File: src/core/fol_defines.vh
// Register offsets, field positions, reset values and option layout for the option loader
`ifndef FOL_DEFINES_VH
`define FOL_DEFINES_VH
// Register byte offsets
`define FOL_OFF_ACCESS_CTRL 6'h00
`define FOL_OFF_UNLOCK_KEY 6'h04
`define FOL_OFF_OPT_KEY 6'h08
`define FOL_OFF_OP_STATUS 6'h0c
`define FOL_OFF_OP_CTRL 6'h10
`define FOL_OFF_TARGET_ADDR 6'h14
`define FOL_OFF_OPT_CS 6'h1c
`define FOL_OFF_WP_STATE 6'h20
`define FOL_OFF_IRQ_STATUS 6'h24
`define FOL_OFF_IRQ_CLEAR 6'h28
`define FOL_OFF_IRQ_ENABLE 6'h2c
`define FOL_OFF_PAGE_REQ 6'h30
// Access control fields
`define FOL_WAIT_LSB 0
`define FOL_WAIT_MSB 2
`define FOL_WAIT_MAX 3'h4
`define FOL_HALF_BIT 3
`define FOL_PREF_REQ_BIT 4
`define FOL_PREF_ACT_BIT 5
`define FOL_ACCESS_RESET 32'h00000030
// Option area layout
`define FOL_OPT_BYTES 16
`define FOL_OPT_PAIRS 8
`define FOL_OPT_ERASED 8'hff
`define FOL_READ_OPEN 8'ha5
`define FOL_IDX_READ_GUARD 0
`define FOL_IDX_USER_OPT 1
`define FOL_IDX_USER0 2
`define FOL_IDX_USER1 3
`define FOL_IDX_WP0 4
`define FOL_WP_TAIL_PAGE 8'h3e
// Option control/status fields
`define FOL_OCS_LOAD_ERR_BIT 0
`define FOL_OCS_READ_PROT_BIT 1
`define FOL_OCS_USER_LSB 2
`define FOL_OCS_USER_BYTE_ZERO_LSB 10
`define FOL_OCS_USER_BYTE_ONE_LSB 18
// Interrupt status bits
`define FOL_IRQ_LOAD_DONE 0
`define FOL_IRQ_LOAD_ERR 1
`define FOL_IRQ_PROT_VIOL 2
`define FOL_IRQ_BITS 3
`endif

File: src/core/fol_option_loader.v
// Option area reloader, write-protect map decode and flash access control registers
// Summary of operation
// Every reset copies the option area into option status and write-protect registers.
// Only reloaded values act; new option area contents wait for next reset.
// Eight configurable bytes at even addresses, complements at following odd ones.
// Byte not inverse of complement sets load error and becomes 0xff.
// Byte and complement both 0xff skip the check, no error.
// User byte bit0 watchdog source, bit1 stop reset, bit2 standby reset.
// Each protect bit but the top one guards two 2KB pages; zero means protected.
// Bytes 0..2 cover pages 0-47; byte 3 bits 0-6 48-61, bit7 62-255.
// Read and write protection independent; clearing write protection erases nothing.
// Access control bits 2:0 select 0 to 4 wait cycles; others reserved.
// Software matches wait count to system clock band.
// Access control bit 3 enables half-cycle flash access.
// Bit 4 requests prefetch; read-only bit 5 reports prefetch active.
// Read protection on for any read guard byte except 0xa5.
// Program or erase to a protected page is rejected and flagged.
// Reserved access control bits read zero; writes ignored.
// Program and erase requests held off until reload completes.
//
// Chosen here: the plain strobed port.
`include "fol_defines.vh"
module fol_option_loader #(
  parameter PAGES = 256
) (
  input wire clk,
  input wire rst,
  input wire [5:0] reg_addr,
  input wire [31:0] reg_wdata,
  input wire reg_wr,
  input wire reg_rd,
  output reg [31:0] reg_rdata,
  output reg [3:0] opt_addr,
  output reg opt_rd,
  input wire [7:0] opt_data,
  input wire [7:0] req_page,
  input wire req_valid,
  output reg req_grant,
  output reg req_reject,
  output reg [2:0] flash_wait_count,
  output reg half_cycle_access_on,
  output reg prefetch_active,
  output reg watchdog_source_select,
  output reg stop_entry_reset_disable,
  output reg standby_entry_reset_disable,
  output reg read_protect_on,
  output reg load_done,
  output reg irq
);
  // ************************************************************
  // Loader state machine
  // ************************************************************
  localparam ST_FETCH = 4'b0001;
  localparam ST_WAIT = 4'b0010;
  localparam ST_CHECK = 4'b0100;
  localparam ST_DONE = 4'b1000;

  reg [3:0] state_r;
  reg [4:0] idx_r;
  reg [2:0] pair_r;
  reg [7:0] val_r;
  reg [7:0] opt_r [0:`FOL_OPT_PAIRS-1];
  reg load_err_r;
  reg [31:0] wp_r;
  reg [2:0] wait_r;
  reg half_r;
  reg pref_req_r;
  reg [`FOL_IRQ_BITS-1:0] irq_stat_r;
  reg [`FOL_IRQ_BITS-1:0] irq_en_r;
  reg [7:0] mem_q;
  reg opt_rd_q;
  reg [3:0] mem_addr_q;
  wire [7:0] mem_rdata;
  wire [7:0] cfg_b;
  wire [7:0] inv_b;
  wire pair_ok;
  wire pair_blank;
  reg [31:0] rd_nxt;
  reg ev_done;
  reg ev_err;
  reg ev_viol;
  wire page_prot;
  wire [31:0] wp_hit;
  wire wr_access;
  wire wr_irq_en;
  wire wr_irq_clr;
  wire [`FOL_IRQ_BITS-1:0] irq_clr_mask;
  wire wait_code_ok;
  wire irq_nxt;
  integer k;
  genvar g;

  // Reset image of the access control register, sliced per field below
  localparam [31:0] ACCESS_RST = `FOL_ACCESS_RESET;

  // Pin data from the option array sampled once on the clock
  always @(posedge clk) begin
    mem_q <= opt_data;
    opt_rd_q <= opt_rd;
    mem_addr_q <= opt_addr;
  end

  // Raw option bytes captured for the pairwise compare
  fol_opt_mem #(.DEPTH(`FOL_OPT_BYTES), .AW(4)) u_mem (
    .clk(clk),
    .wr_en(opt_rd_q),
    .wr_addr(mem_addr_q),
    .wr_data(mem_q),
    .rd_addr({pair_r, 1'b0} | {3'h0, idx_r[0]}),
    .rd_data(mem_rdata)
  );

  // Even address is the configurable byte, odd is its complement
  assign cfg_b = val_r;
  assign inv_b = mem_rdata;
  assign pair_ok = (cfg_b == ~inv_b);
  assign pair_blank = (cfg_b == `FOL_OPT_ERASED) && (inv_b == `FOL_OPT_ERASED);

  // Fetch all bytes, then walk the pairs; runs after every reset only
  always @(posedge clk) begin
    ev_done <= 1'b0;
    ev_err <= 1'b0;
    if (rst) begin
      state_r <= ST_FETCH;
      idx_r <= 5'h00;
      pair_r <= 3'h0;
      val_r <= 8'h00;
      opt_addr <= 4'h0;
      opt_rd <= 1'b0;
      load_err_r <= 1'b0;
      load_done <= 1'b0;
      for (k = 0; k < `FOL_OPT_PAIRS; k = k + 1) begin
        opt_r[k] <= `FOL_OPT_ERASED;
      end
    end else begin
      case (state_r)
        ST_FETCH: begin
          opt_rd <= 1'b1;
          opt_addr <= idx_r[3:0];
          if (idx_r == `FOL_OPT_BYTES) begin
            opt_rd <= 1'b0;
            idx_r <= 5'h00;
            state_r <= ST_WAIT;
          end else begin
            idx_r <= idx_r + 5'h01;
          end
        end
        ST_WAIT: begin
          // Even byte read first, its value parked while the odd one comes
          if (idx_r[0]) begin
            state_r <= ST_CHECK;
          end else begin
            if (idx_r[1]) begin
              val_r <= mem_rdata;
              idx_r <= 5'h01;
            end else begin
              idx_r <= 5'h02;
            end
          end
        end
        ST_CHECK: begin
          if (!idx_r[1]) begin
            idx_r <= 5'h03;
          end else begin
            if (pair_ok || pair_blank) begin
              opt_r[pair_r] <= cfg_b;
            end else begin
              opt_r[pair_r] <= `FOL_OPT_ERASED;
              load_err_r <= 1'b1;
              ev_err <= 1'b1;
            end
            if (pair_r == `FOL_OPT_PAIRS - 1) begin
              state_r <= ST_DONE;
              load_done <= 1'b1;
              ev_done <= 1'b1;
            end else begin
              pair_r <= pair_r + 3'h1;
              idx_r <= 5'h00;
              state_r <= ST_WAIT;
            end
          end
        end
        ST_DONE: begin
          state_r <= ST_DONE; // Holds until the next reset only
        end
        default: begin
          state_r <= ST_FETCH;
        end
      endcase
    end
  end

  // ************************************************************
  // Loaded option decode
  // ************************************************************
  // Outputs follow loaded bytes only, never the raw array
  always @(posedge clk) begin
    if (rst) begin
      watchdog_source_select <= 1'b1;
      stop_entry_reset_disable <= 1'b1;
      standby_entry_reset_disable <= 1'b1;
      read_protect_on <= 1'b1;
      wp_r <= 32'hffffffff;
    end else begin
      watchdog_source_select <= opt_r[`FOL_IDX_USER_OPT][0];
      stop_entry_reset_disable <= opt_r[`FOL_IDX_USER_OPT][1];
      standby_entry_reset_disable <= opt_r[`FOL_IDX_USER_OPT][2];
      read_protect_on <= (opt_r[`FOL_IDX_READ_GUARD] != `FOL_READ_OPEN);
      wp_r <= {opt_r[`FOL_IDX_WP0+3], opt_r[`FOL_IDX_WP0+2],
               opt_r[`FOL_IDX_WP0+1], opt_r[`FOL_IDX_WP0]};
    end
  end

  // ************************************************************
  // Page request check
  // ************************************************************
  // Two pages per bit; everything past the last paired page shares the top bit
  generate
    for (g = 0; g < 32; g = g + 1) begin : g_wp_hit
      if (g < 31) begin : g_pair
        assign wp_hit[g] = ({25'h0000000, req_page[7:1]} == g);
      end else begin : g_tail
        assign wp_hit[g] = (req_page >= `FOL_WP_TAIL_PAGE);
      end
    end
  endgenerate

  // A hit on a cleared bit guards the page; pages off the map are refused too
  assign page_prot = (|(wp_hit & ~wp_r)) || (req_page >= PAGES);

  always @(posedge clk) begin
    ev_viol <= 1'b0;
    if (rst) begin
      req_grant <= 1'b0;
      req_reject <= 1'b0;
    end else begin
      req_grant <= 1'b0;
      req_reject <= 1'b0;
      if (req_valid && load_done) begin
        if (page_prot) begin
          req_reject <= 1'b1;
          ev_viol <= 1'b1;
        end else begin
          req_grant <= 1'b1;
        end
      end
    end
  end

  // ************************************************************
  // Register write decode
  // ************************************************************
  // Strobe and offset combined once so every register sees one decode
  assign wr_access = reg_wr && (reg_addr == `FOL_OFF_ACCESS_CTRL);
  assign wr_irq_en = reg_wr && (reg_addr == `FOL_OFF_IRQ_ENABLE);
  assign wr_irq_clr = reg_wr && (reg_addr == `FOL_OFF_IRQ_CLEAR);
  assign irq_clr_mask = wr_irq_clr ? reg_wdata[`FOL_IRQ_BITS-1:0] : {`FOL_IRQ_BITS{1'b0}};
  // Reserved wait codes are kept out so the flash never sees them
  assign wait_code_ok = (reg_wdata[`FOL_WAIT_MSB:`FOL_WAIT_LSB] <= `FOL_WAIT_MAX);
  // Line stays high while any enabled status bit is set
  assign irq_nxt = |(irq_stat_r & irq_en_r);

  // ************************************************************
  // Access control, interrupts and register bus
  // ************************************************************
  always @(posedge clk) begin
    if (rst) begin
      wait_r <= ACCESS_RST[`FOL_WAIT_MSB:`FOL_WAIT_LSB];
      half_r <= ACCESS_RST[`FOL_HALF_BIT];
      pref_req_r <= ACCESS_RST[`FOL_PREF_REQ_BIT];
      irq_en_r <= {`FOL_IRQ_BITS{1'b0}};
      irq_stat_r <= {`FOL_IRQ_BITS{1'b0}};
    end else begin
      if (wr_access) begin
        if (wait_code_ok) begin
          wait_r <= reg_wdata[`FOL_WAIT_MSB:`FOL_WAIT_LSB];
        end
        half_r <= reg_wdata[`FOL_HALF_BIT];
        pref_req_r <= reg_wdata[`FOL_PREF_REQ_BIT];
      end
      if (wr_irq_en) begin
        irq_en_r <= reg_wdata[`FOL_IRQ_BITS-1:0];
      end
      // Set wins over a clear in the same cycle
      irq_stat_r <= (irq_stat_r & ~irq_clr_mask) | {ev_viol, ev_err, ev_done};
    end
  end

  // Flash facing controls and interrupt line, all registered
  always @(posedge clk) begin
    if (rst) begin
      flash_wait_count <= ACCESS_RST[`FOL_WAIT_MSB:`FOL_WAIT_LSB];
      half_cycle_access_on <= ACCESS_RST[`FOL_HALF_BIT];
      prefetch_active <= ACCESS_RST[`FOL_PREF_ACT_BIT];
      irq <= 1'b0;
    end else begin
      flash_wait_count <= wait_r;
      half_cycle_access_on <= half_r;
      prefetch_active <= pref_req_r;
      irq <= irq_nxt;
    end
  end

  // ************************************************************
  // Register read back
  // ************************************************************
  // Read mux; key and address offsets have no register behind them and read zero
  always @* begin
    rd_nxt = 32'h00000000;
    case (reg_addr)
      `FOL_OFF_ACCESS_CTRL: begin
        rd_nxt = {26'h0, prefetch_active, pref_req_r, half_r, wait_r};
      end
      `FOL_OFF_OPT_CS: begin
        rd_nxt = {6'h0, opt_r[`FOL_IDX_USER1], opt_r[`FOL_IDX_USER0],
                  opt_r[`FOL_IDX_USER_OPT], read_protect_on, load_err_r};
      end
      `FOL_OFF_WP_STATE: begin
        rd_nxt = wp_r;
      end
      `FOL_OFF_IRQ_STATUS: begin
        rd_nxt = {29'h0, irq_stat_r};
      end
      `FOL_OFF_IRQ_ENABLE: begin
        rd_nxt = {29'h0, irq_en_r};
      end
      `FOL_OFF_PAGE_REQ: begin
        rd_nxt = {30'h0, ~load_done, load_done};
      end
      default: begin
        rd_nxt = 32'h00000000;
      end
    endcase
  end

  // Read data valid in the cycle after the strobe only
  always @(posedge clk) begin
    if (rst) begin
      reg_rdata <= 32'h00000000;
    end else if (reg_rd) begin
      reg_rdata <= rd_nxt;
    end else begin
      reg_rdata <= 32'h00000000;
    end
  end
endmodule // fol_option_loader

File: src/core/fol_opt_mem.v
// Small register file that holds the sixteen option area bytes as read by the loader
module fol_opt_mem #(
  parameter DEPTH = 16,
  parameter AW = 4
) (
  input wire clk,
  input wire wr_en,
  input wire [AW-1:0] wr_addr,
  input wire [7:0] wr_data,
  input wire [AW-1:0] rd_addr,
  output reg [7:0] rd_data
);
  reg [7:0] mem_r [0:DEPTH-1];

  // Registered read keeps the port timing fixed at one cycle
  always @(posedge clk) begin
    if (wr_en) begin
      mem_r[wr_addr] <= wr_data;
    end
    rd_data <= mem_r[rd_addr];
  end
endmodule // fol_opt_mem

File: config.mk
export PLATFORM = sky130hd
export DESIGN_NAME = fol_option_loader
export DESIGN_NICKNAME = d
export VERILOG_FILES = /design/src/core/fol_option_loader.v /design/src/core/fol_opt_mem.v
export VERILOG_INCLUDE_DIRS = /design/src /design/src/core
export SDC_FILE = /design/constraint.sdc
export NUM_CORES = 1
export LEC_CHECK = 0
export ABC_AREA = 1
export BUFFER_PORTS_ARGS = -buffer_cell sky130_fd_sc_hd__buf_2
export CORE_UTILIZATION = 38
export CTS_CLUSTER_SIZE = 40
export DETAILED_ROUTE_END_ITERATION = 10
export GPL_TIMING_DRIVEN = 0
export PLACE_DENSITY_LB_ADDON = 0.25
export SLEW_MARGIN = 0
export SYNTH_ARGS = -nofsm -noshare
export SYNTH_HDL_FRONTEND = slang
export SYNTH_HIERARCHICAL = 1
export SYNTH_SLANG_ARGS = --single-unit
File: constraint.sdc
create_clock -name clk -period 5.4 [get_ports clk]
set_clock_uncertainty 0.1 [all_clocks]
set_input_delay 0 -clock clk [delete_from_list [all_inputs] [get_ports clk]]
set_output_delay 0 -clock clk [all_outputs]
set_load 0.05 [all_outputs]
---- Yosys cells after proc, flatten, opt, wreduce, memory -nomap -nowiden ----
Memory sizes are Yosys's and may differ from the RTL's. A register that Yosys moved wholly into a read port is not among the register bits.
Index checks and enable logic that the tools add are counted.
storage, ports and cells
  register bits ........................... 97
  memory bits (writable) .................. 192
  input bits .............................. 59
  output and inout port bits .............. 50
  word-level logic and storage cells ...... 164
  memories kept ........................... 2
operators by class
  add/subtract/negate cells ............... 2
  order comparisons ....................... 2
  eq/ne operators ......................... 51
  muxes and demuxes ....................... 35
  bitwise logic cells ..................... 17
  reductions and logical operators ........ 24
memory list
  memory       depth  width  read ports  clocked after memory_dff  write ports  line                    source
  u_mem.mem_r  16     8      1           1                         1            fol_opt_mem.v:13        reg [7:0] mem_r [0:DEPTH-1];
  opt_r        8      8      8           4                         8            fol_option_loader.v:62  reg [7:0] opt_r [0:`FOL_OPT_PAIRS-1];
operators by type and width
  operator                                              number
  one-hot mux 32 bit (6 select lines)                   1
  == test 7 x 5 -> 1 bit (second input constant)        15
  == test 7 x 4 -> 1 bit (second input constant)        8
  bitwise AND 32 bit                                    1
  NOT 32 bit                                            1
  OR reduction 32 bit                                   1
  == test 6 bit (second input constant)                 5
  == test 7 x 3 -> 1 bit (second input constant)        4
  2-to-1 mux 5 bit                                      4
  2-to-1 mux 1 bit                                      19
  AND reduction 3 bit                                   6
  == test 8 bit (second input constant)                 2
  2-to-1 mux 4 bit                                      4
  2-to-1 mux 8 bit                                      2
  one-hot mux 4 bit (4 select lines)                    1
  one-hot mux 5 bit (3 select lines)                    1
  == test 7 x 2 -> 1 bit (second input constant)        2
  == test 8 bit                                         1
  >= comparator 8 x 6 -> 1 bit (second input constant)  1
  inequality test 2 bit (second input constant)         4
  inequality test 8 bit (second input constant)         1
  NOT 1 bit                                             8
  NOT 8 bit                                             1
  OR reduction 8 bit                                    1
  other kinds (27)                                      37

---- Longest topological paths before layout ----
Gate-level depths: netlist of run 1.
  depth after elaboration ................. 11
  mapped depth ............................ 11

---- Modules after synthesis ----
Netlist of run 1, hierarchy kept.
by module, submodules not included
  module             times used  cells an instance  area an instance (µm²)  sequential area each (µm²)
  fol_option_loader  1           826                7544.7                  4504.3
  fol_opt_mem        1           551                5766.8                  4003.8

---- Worst setup path after synthesis of run 1 ----
OpenSTA, ideal clock, no wires.
  path type ............................... register -> register
  start ................................... register state_r[0]
  end ..................................... memory opt_r[1][0] (enable)
  arrival ................................. 1563 ps
  data required time ...................... 4916 ps
  path slack .............................. 3353 ps
  stages on the path, launching flop included .. 6
  buffers on the path ..................... 0
  clock period less this slack ............ 2047 ps
  cells stage by stage .................... dfxtp_1 -> nor2_2 -> nand3_2 -> nor3_4 -> nand2_2 -> o21ai_0
RTL lines
  element                   line                     source
  start: declaration        fol_option_loader.v:58   reg [3:0] state_r;
  start signal: assignment  fol_option_loader.v:124  state_r <= ST_FETCH;
  start signal: assignment  fol_option_loader.v:143  state_r <= ST_WAIT;
  start signal: assignment  fol_option_loader.v:151  state_r <= ST_CHECK;
  end: declaration          fol_option_loader.v:62

---- Final worst setup path of run 1 ----
  start ................................... input port reg_addr[0]
  end ..................................... register wait_r[0]
on the way
  word-level cells in the longest chain between the ends .. 3
ends and longest elaborated chain
  element                               line                     source
  start: declaration                    fol_option_loader.v:28   input wire [5:0] reg_addr,
  logical NOT 6 bit                     n/a
  logical AND 1 bit                     fol_option_loader.v:254  assign wr_access = reg_wr && (reg_addr == `FOL_OFF_ACCESS_CTRL);
  AND reduction 2 bit (no source line)  n/a
  end signal: assignment                fol_option_loader.v:268  wait_r <= ACCESS_RST[`FOL_WAIT_MSB:`FOL_WAIT_LSB];
  end signal: assignment                fol_option_loader.v:276  wait_r <= reg_wdata[`FOL_WAIT_MSB:`FOL_WAIT_LSB];
  end: declaration                      fol_option_loader.v:65   reg [2:0] wait_r;
Every way passes these cells.
A chain may end at the register's enable or synchronous reset.

==> impl_summary.log, run 1 <==
[metrics] status: finished clean
[metrics] initial core utilization: 38.5%
[metrics] Tot GR Track Use: 18.8%
[metrics] number of nets in the final layout: 1598
[metrics] fraction of final layout cells sized beyond drive strength 1: 14.6%
[metrics] number of buffers created by CTS: 36
[metrics] number of resized instances in the post-cts repair step: 0
[metrics] number of DRC violations after detailed routing: 0
[metrics] most area-consuming cells after synthesis: edfxtp_1 (43%), dfxtp_1 (21%), nand2_1 (8.4%), nand3_1 (7.3%), inv_1 (5.4%)
[metrics] antenna violations before repair: 0
[metrics] buffer cell driving the clock tree root: clkbuf_16
[metrics] Most used DFF post-synth: edfxtp_1
[metrics] leading area contributor after synthesis: edfxtp_1
[metrics] Yosys cell types: 38
[metrics] CTS HTree Levels: 2
[metrics] Post-DP HPWL: 23100 µm
[metrics] final setup violating endpoints: 0
[metrics] area of the core region: 0.0345 mm²
[metrics] Post-Synthesis Cell Area: 0.0133 mm²
[metrics] mean instance size in the synthesized netlist: 9.67 µm²
[metrics] fraction of post-synthesis cell area in the top cell type by area: 43.3%
[metrics] drt total wl: 33300 µm
[metrics] setup_tns: 0 ps
[metrics] drt via density: 4.80
[metrics] Final Total Pwr: 5.81 mW
[metrics] headroom to the max-slew limit: 20.7%
[metrics] register bit total from synthesis: 329
[metrics] Row Count: 68
[metrics] Hold-fix buffers, CTS: 40
[metrics] CTS tree: built
[metrics] Routed wire per std cell: 16.6 µm
[metrics] net count after synthesis: 1441
[metrics] max cap viols: 0
[metrics] post-synthesis async set-or-reset flop share: 0%
[metrics] count of flip-flops with a built-in enable after synthesis: 192
[metrics] maximum net fanout on the critical path: 7
[metrics] Setup crit start kind: input port
[metrics] filler cell count in the final layout: 3334
[metrics] number of iterations in the first detailed-routing pass: 5
[metrics] largest net degree at the start of global routing: 17
[metrics] footprint of the flip-flops and latches: 0.00851 mm²
[metrics] area of the multi-input gates: 0.00372 mm²
[metrics] number of pins with negative max-slew slack in the final report: 0
[metrics] number of global-route vias before repair: 9264
[metrics] Leakage Power: 6.51 nW
[metrics] area growth from synthesis to layout: 18.8%
[metrics] share of synthesized area occupied by flip-flops and latches: 63.9%
[metrics] cell with the most instances after synthesis: nand2_1
[metrics] maximum clock insertion buffer count: 3
[metrics] number of I/O pins: 109
[metrics] unrepaired setup endpoints after global routing: no
[metrics] total via count in the routed design: 9672
[metrics] global route overflow: 0
[metrics] final critical path time including I/O delays and setup: 3140 ps
[metrics] post-route ant nets: 0
[metrics] Port Buf Inserts: 79
[metrics] post-route worst hold slack: 1.79 ps
[metrics] post-CTS setup buffer count: 0
[metrics] width of the chip: 189 µm
[metrics] global-route wire length before repair: 51300 µm
[metrics] share of the clock period used by the worst path after layout: 58.1%
[metrics] measured slew at the worst slew-check pin: 1180 ps
[metrics] CTS clk-pin slew, worst paths: 60 ps
[metrics] Ant. Diodes: 0
[metrics] FMAX: 0.319 GHz
[metrics] type of destination of the critical path: flip-flop
[metrics] Final Hold Viols: 0
[metrics] type of the most critical hold path: in2reg
[metrics] 1st-iter DRT viols: 634
[metrics] category of the critical setup timing path: in2reg
[metrics] Worst-Skew Late Latency: 520 ps
[metrics] P per Cell Area: 367 mW/mm²
[metrics] Cells after Synth: 1377
[metrics] arrival time of the worst setup path: 3500 ps
[metrics] weighted congestion reported at the end of routability-driven placement: 0.920
[metrics] CTS Sinks: 329
[metrics] yosys synthesis warning count: 6
[metrics] ranking of synthesized cells by instance count: nand2_1 (298), nand3_1 (195), edfxtp_1 (192)
[metrics] die outline area: 0.0358 mm²
[metrics] worst-case vdd ir drop: 280 µV
[metrics] Required @ worst endpoint: 5760 ps
[metrics] die height: 189 µm
path summary, 6_finish.rpt:
path                    to   startpoint  slack [ps]  cells past startpoint
max              wait_r[0]  reg_addr[0]        2260                     14
max reg2reg    opt_r[7][7]     idx_r[1]        2850                      4
min reg2reg  mem_addr_q[2]  opt_addr[2]         270                      0
min                ev_viol  req_page[6]           2                      9
metrics by stage:
step / instance area (µm²) / instances / utilization [%] / setup slack, ps
2_1_floorplan: 13300 / 1377 / - / 3350
5_1_grt: 15800 / 2014 / 45.8 / 2090
3_3_place_gp: 14300 / 1911 / 41.3 / 2890
4_1_cts: 15800 / 2014 / 45.8 / 2360
6_report: 15800 / 2014 / 45.8 / 2260
3_5_place_dp: 14300 / 1911 / 41.3 / 2880
sequential cells by signal, summed over array words and instances (netlist names), 3 cells and up:
register and cells:
irq_stat_r 3, u_mem/mem_r 128, cfg_b 8, state_r 4, irq_en_r 3, flash_wait_count 3, u_mem/rd_data 8, pair_r 3
wait_r 3, mem_q 8, idx_r 5, wp_r 32, mem_addr_q 4, opt_addr 4, opt_r 64, reg_rdata 32
per-layer routing:
metal | GRT usage, % | wire length, µm
met5 | 0 | 0
met4 | 6.27 | 893
met3 | 2.97 | 1930
met2 | 31.9 | 15900
met1 | 24.5 | 14600
cell type report:
cell class | instances | area share (%)
flip-flops and latches | 329 | 53.8
multi-input cells | 794 | 23.5
clock buffers | 48 | 6.30
repair buffers | 119 | 5.03
inverters | 204 | 4.84
well taps | 455 | 3.60
plain buffers | 50 | 1.98
clock inverters | 15 | 0.925
power by group:
part | switching [mW] | internal, mW | total, mW
Clock | 0.960 | 1.44 | 2.40
Combinational | 0.400 | 0.178 | 0.578
Sequential | 0.0772 | 2.76 | 2.83
Total | 1.44 | 4.37 | 5.81
cell families (layout without fill, tap and decap cells):
kind of cell	Yosys count	in the layout	share of synthesized area (%)
compound gates	111	111	4.45
flops	329	329	63.9
buf+inv	254	436	8.10
simple gates	677	677	23.0
xor+xnor	1	1	0.0658
fa+ha+maj	5	5	0.470
placed cells by master (no fill, tap or decap), types with 4 or more instances in the layout:
cell type,netlist,routed
nand2_1,298,298
inv_2,5,5
nand4_1,7,7
a21oi_1,53,53
nand3b_1,12,12
or2_2,33,33
buf_4,4,4
clkbuf_1,11,19
inv_1,191,191
clkinv_2,0,6
clkinv_1,8,13
ha_1,5,5
buf_6,11,11
clkbuf_16,0,37
buf_2,22,101
o22ai_1,4,4
edfxtp_1,192,192
nand3_1,195,195
nor3_1,9,9
nor2_2,10,10
nor2_1,98,98
o21ai_0,39,39
dfxtp_1,137,137
dlygate4sd3_1,0,40
worst max-delay path, cell delays in order:
cell and delay [ps]:
dlygate4sd3_1 530, buf_2 130, nor2_4 80, dlygate4sd3_1 620, nand3_2 120, inv_2 90
nand3_4 100, nor2_1 230, o21ai_1 170, inv_1 100, nand2_1 50, dlygate4sd3_1 550
a21oi_1 130, dlygate4sd3_1 580
(Power assumes the default switching activity.)
==> run 2, diff against run 1 <==
--- a/config.mk
+++ b/config.mk
@@ -6,7 +6,7 @@
 export SDC_FILE = /design/constraint.sdc
 export NUM_CORES = 1
 export LEC_CHECK = 0
-export ABC_AREA = 1
+export ABC_AREA = 0
 export BUFFER_PORTS_ARGS = -buffer_cell sky130_fd_sc_hd__buf_2
 export CORE_UTILIZATION = 38
 export CTS_CLUSTER_SIZE = 40
==> constraint.sdc (replaced) <==
create_clock -name clk -period 2.6 [get_ports clk]
set_clock_uncertainty 0.1 [all_clocks]
set_input_delay 0 -clock clk [delete_from_list [all_inputs] [get_ports clk]]
set_output_delay 0 -clock clk [all_outputs]
set_load 0.05 [all_outputs]
==> impl_summary.log, run 2 <==
[metrics] Setup crit start kind: flip-flop
[metrics] Post-Synthesis Cell Area: 0.0124 mm²
[metrics] final worst slack: 70.3 ps
[metrics] share of the clock period used by the worst path after layout: 97.3%
[metrics] Most used DFF post-synth: edfxtp_1
[metrics] CTS tree: built
[metrics] cells traversed along the worst timing path: or3_1, or3_1, clkbuf_1, nor3_4, or2_2
[metrics] slowest cell on the critical path: nor3_4
[metrics] width of the chip: 183 µm
[metrics] final critical path time including I/O delays and setup: 2530 ps
[metrics] initial core utilization: 39.1%
[metrics] CTS HTree Levels: 2
[metrics] cell seen most often among critical-path stages: or3_1
[metrics] number of I/O pins: 109
[metrics] global-route wire length before repair: 42700 µm
[metrics] Routed wire per std cell: 18.1 µm
[metrics] most area-consuming cells after synthesis: edfxtp_1 (46%), dfxtp_1 (22%), mux4_2 (3.4%), nand2_1 (3.3%), mux4_1 (3.0%)
[metrics] count of flip-flops with a built-in enable after synthesis: 192
[metrics] type of destination of the critical path: flip-flop
[metrics] FMAX: 0.395 GHz
[metrics] antenna violations before repair: 0
[metrics] P per Cell Area: 728 mW/mm²
[metrics] 1st-iter DRT viols: 570
[metrics] flip-flop count of the largest register, all copies and words added: 128
[metrics] leading area contributor after synthesis: edfxtp_1
[metrics] Ant. Diodes: 0
[metrics] max cap viols: 0
[metrics] Final Hold Viols: 0
[metrics] maximum net fanout on the critical path: 9
[metrics] Leakage Power: 4.94 nW
[metrics] number of iterations in the first detailed-routing pass: 5
[metrics] fraction of final layout cells sized beyond drive strength 1: 22.0%
[metrics] die outline area: 0.0335 mm²
[metrics] worst-case vdd ir drop: 540 µV
[metrics] buffer cell driving the clock tree root: clkbuf_16
[metrics] arrival time of the worst setup path: 2640 ps
[metrics] post-route worst hold slack: 17.9 ps
[metrics] ranking of synthesized cells by instance count: edfxtp_1 (192), dfxtp_1 (137), nand2_1 (109)
[metrics] Cells after Synth: 906
[metrics] Post-DP HPWL: 18200 µm
[metrics] most frequent standard cell in the layout excluding fill and tap cells: edfxtp_1
[metrics] drt total wl: 27500 µm
[metrics] total via count in the routed design: 7734
[metrics] minimum setup slack after placement: -185 ps
[metrics] Row Count: 65
[metrics] area of the core region: 0.0319 mm²
[metrics] register bit total from synthesis: 329
[metrics] number of buffers created by CTS: 36
[metrics] Port Buf Inserts: 75
[metrics] post-synthesis async set-or-reset flop share: 0%
[metrics] destination of the worst register-to-register timing path: opt_r[6][2]
[metrics] drt via density: 5.07
[metrics] weighted congestion reported at the end of routability-driven placement: 0.857
[metrics] reg-to-reg setup timing slack: 70 ps
[metrics] Worst-Skew Late Latency: 510 ps
[metrics] Yosys cell types: 63
[metrics] most used cells in the layout excluding fill and tap cells: edfxtp_1 (192), dfxtp_1 (136), nand2_1 (109)
[metrics] unrepaired setup endpoints after global routing: yes
[metrics] CTS clk-pin slew, worst paths: 60 ps
[metrics] area growth from synthesis to layout: 20.8%
[metrics] die height: 183 µm
[metrics] measured slew at the worst slew-check pin: 1250 ps
[metrics] Tot GR Track Use: 16.7%
[metrics] cell type group with the largest total delay on the critical path: simple AND/OR/NAND/NOR gates
[metrics] Most flops, register: u_mem/mem_r
[metrics] worst reg2reg path depth: 5
[metrics] headroom to the max-slew limit: 16.1%
[metrics] net count after synthesis: 970
[metrics] Worst R2R Start: state_r[1]
[metrics] worst setup path startpoint: state_r[1]
[metrics] top flop regs: u_mem/mem_r (128), opt_r (64)
[metrics] mean instance size in the synthesized netlist: 13.7 µm²
[metrics] yosys synthesis warning count: 6
[metrics] number of buffer and inverter instances along the worst setup path: 1
[metrics] CTS Sinks: 329
[metrics] type of the most critical hold path: in2reg
[metrics] Required @ worst endpoint: 2710 ps
[metrics] Setup crit end: opt_r[6][2]
[metrics] number of global-route vias before repair: 7576
[metrics] maximum clock insertion buffer count: 3
[metrics] cell with the most instances after synthesis: edfxtp_1
[metrics] Final Total Pwr: 10.9 mW
[metrics] number of DRC violations after detailed routing: 0
[metrics] number of pins with negative max-slew slack in the final report: 0
[metrics] global route overflow: 0
[metrics] final setup violating endpoints: 0
[metrics] number of nets in the final layout: 1126
[metrics] status: finished clean
[metrics] post-route ant nets: 0
[metrics] delay of the slowest critical-path stage: 440 ps
[metrics] fraction of post-synthesis cell area in the top cell type by area: 46.3%
[metrics] critical path depth: 5
[metrics] largest net degree at the start of global routing: 17
[metrics] share of synthesized area occupied by flip-flops and latches: 68.3%
[metrics] category of the critical setup timing path: reg2reg
-- run 2: layout make-up --
type | count | area, µm²
Timing Repair Buffer | 118 | 796
Tap cell | 435 | 544
Sequential cell | 329 | 8510
Buffer | 43 | 214
Inverter | 9 | 33.8
Clock buffer | 45 | 968
Clock inverter | 20 | 196
Fill cell | 2848 | 16800
Multi-Input combinational cell | 525 | 3770
-- run 2: cell families (layout without fill, tap and decap cells) --
group,after synthesis,after routing,share of synthesized area (%)
simple gates,329,329,13.3
mux,50,50,7.81
xor+xnor,11,11,0.774
flops,329,329,68.3
buf+inv,52,235,1.99
compound gates,130,130,7.32
fa+ha+maj,5,5,0.503
-- run 2: worst reg2reg max path, cell delays in order (launching register included) --
cell and delay, ps:
dfxtp_1 360, or3_1 410, or3_1 320, clkbuf_1 290, nor3_4 440, or2_2 300
-- run 2: per-stage QoR --
stage	utilization, %	instances	TNS (ps)	cell area [µm²]
after floorplan	-	906	0	12400
after global placement	41.9	1416	-6200	13400
after detailed placement	42.0	1416	-4380	13400
after CTS	46.9	1521	-883	15000
after global routing	47.2	1524	-1330	15000
final	47.2	1524	0	15000
-- run 2: metal layers --
metal / global-route usage (%) / vias up / wire length [µm]
met5: 0 / - / 0
met4: 5.17 / 0 / 579
met3: 2.84 / 44 / 1420
met2: 28.2 / 228 / 13200
met1: 21.8 / 3761 / 12300
li1: - / 3701 / -
-- run 2: timing repair --
item,in CTS,in global routing
resized for setup,4,17
pin swaps,0,3
hold endpoints to repair,34,0
endpoints found under the setup margin,56,122
gates cloned,0,0
hold buffers,40,0
setup buffers,0,3
-- run 2: report_power, final --
group          internal, mW  leakage, nW  switching [mW]
logic                 0.160         1.67           0.209
registers              5.56         2.70          0.0629
clock network          2.96        0.571            2.00
-- run 2: worst min path at each step --
stage / startpoint / to / slack [ps] / cells past startpoint
6_report: opt_data[7] / mem_q[7] / 20 / 2
3_5_place_dp: opt_data[2] / mem_q[2] / 4 / 1
5_1_grt: opt_data[6] / mem_q[6] / 5 / 2
3_3_place_gp: opt_data[7] / mem_q[7] / 3 / 1
2_1_floorplan: opt_data[0] / mem_q[0] / -70 / 0
4_1_cts: opt_data[6] / mem_q[6] / 0.9 / 2
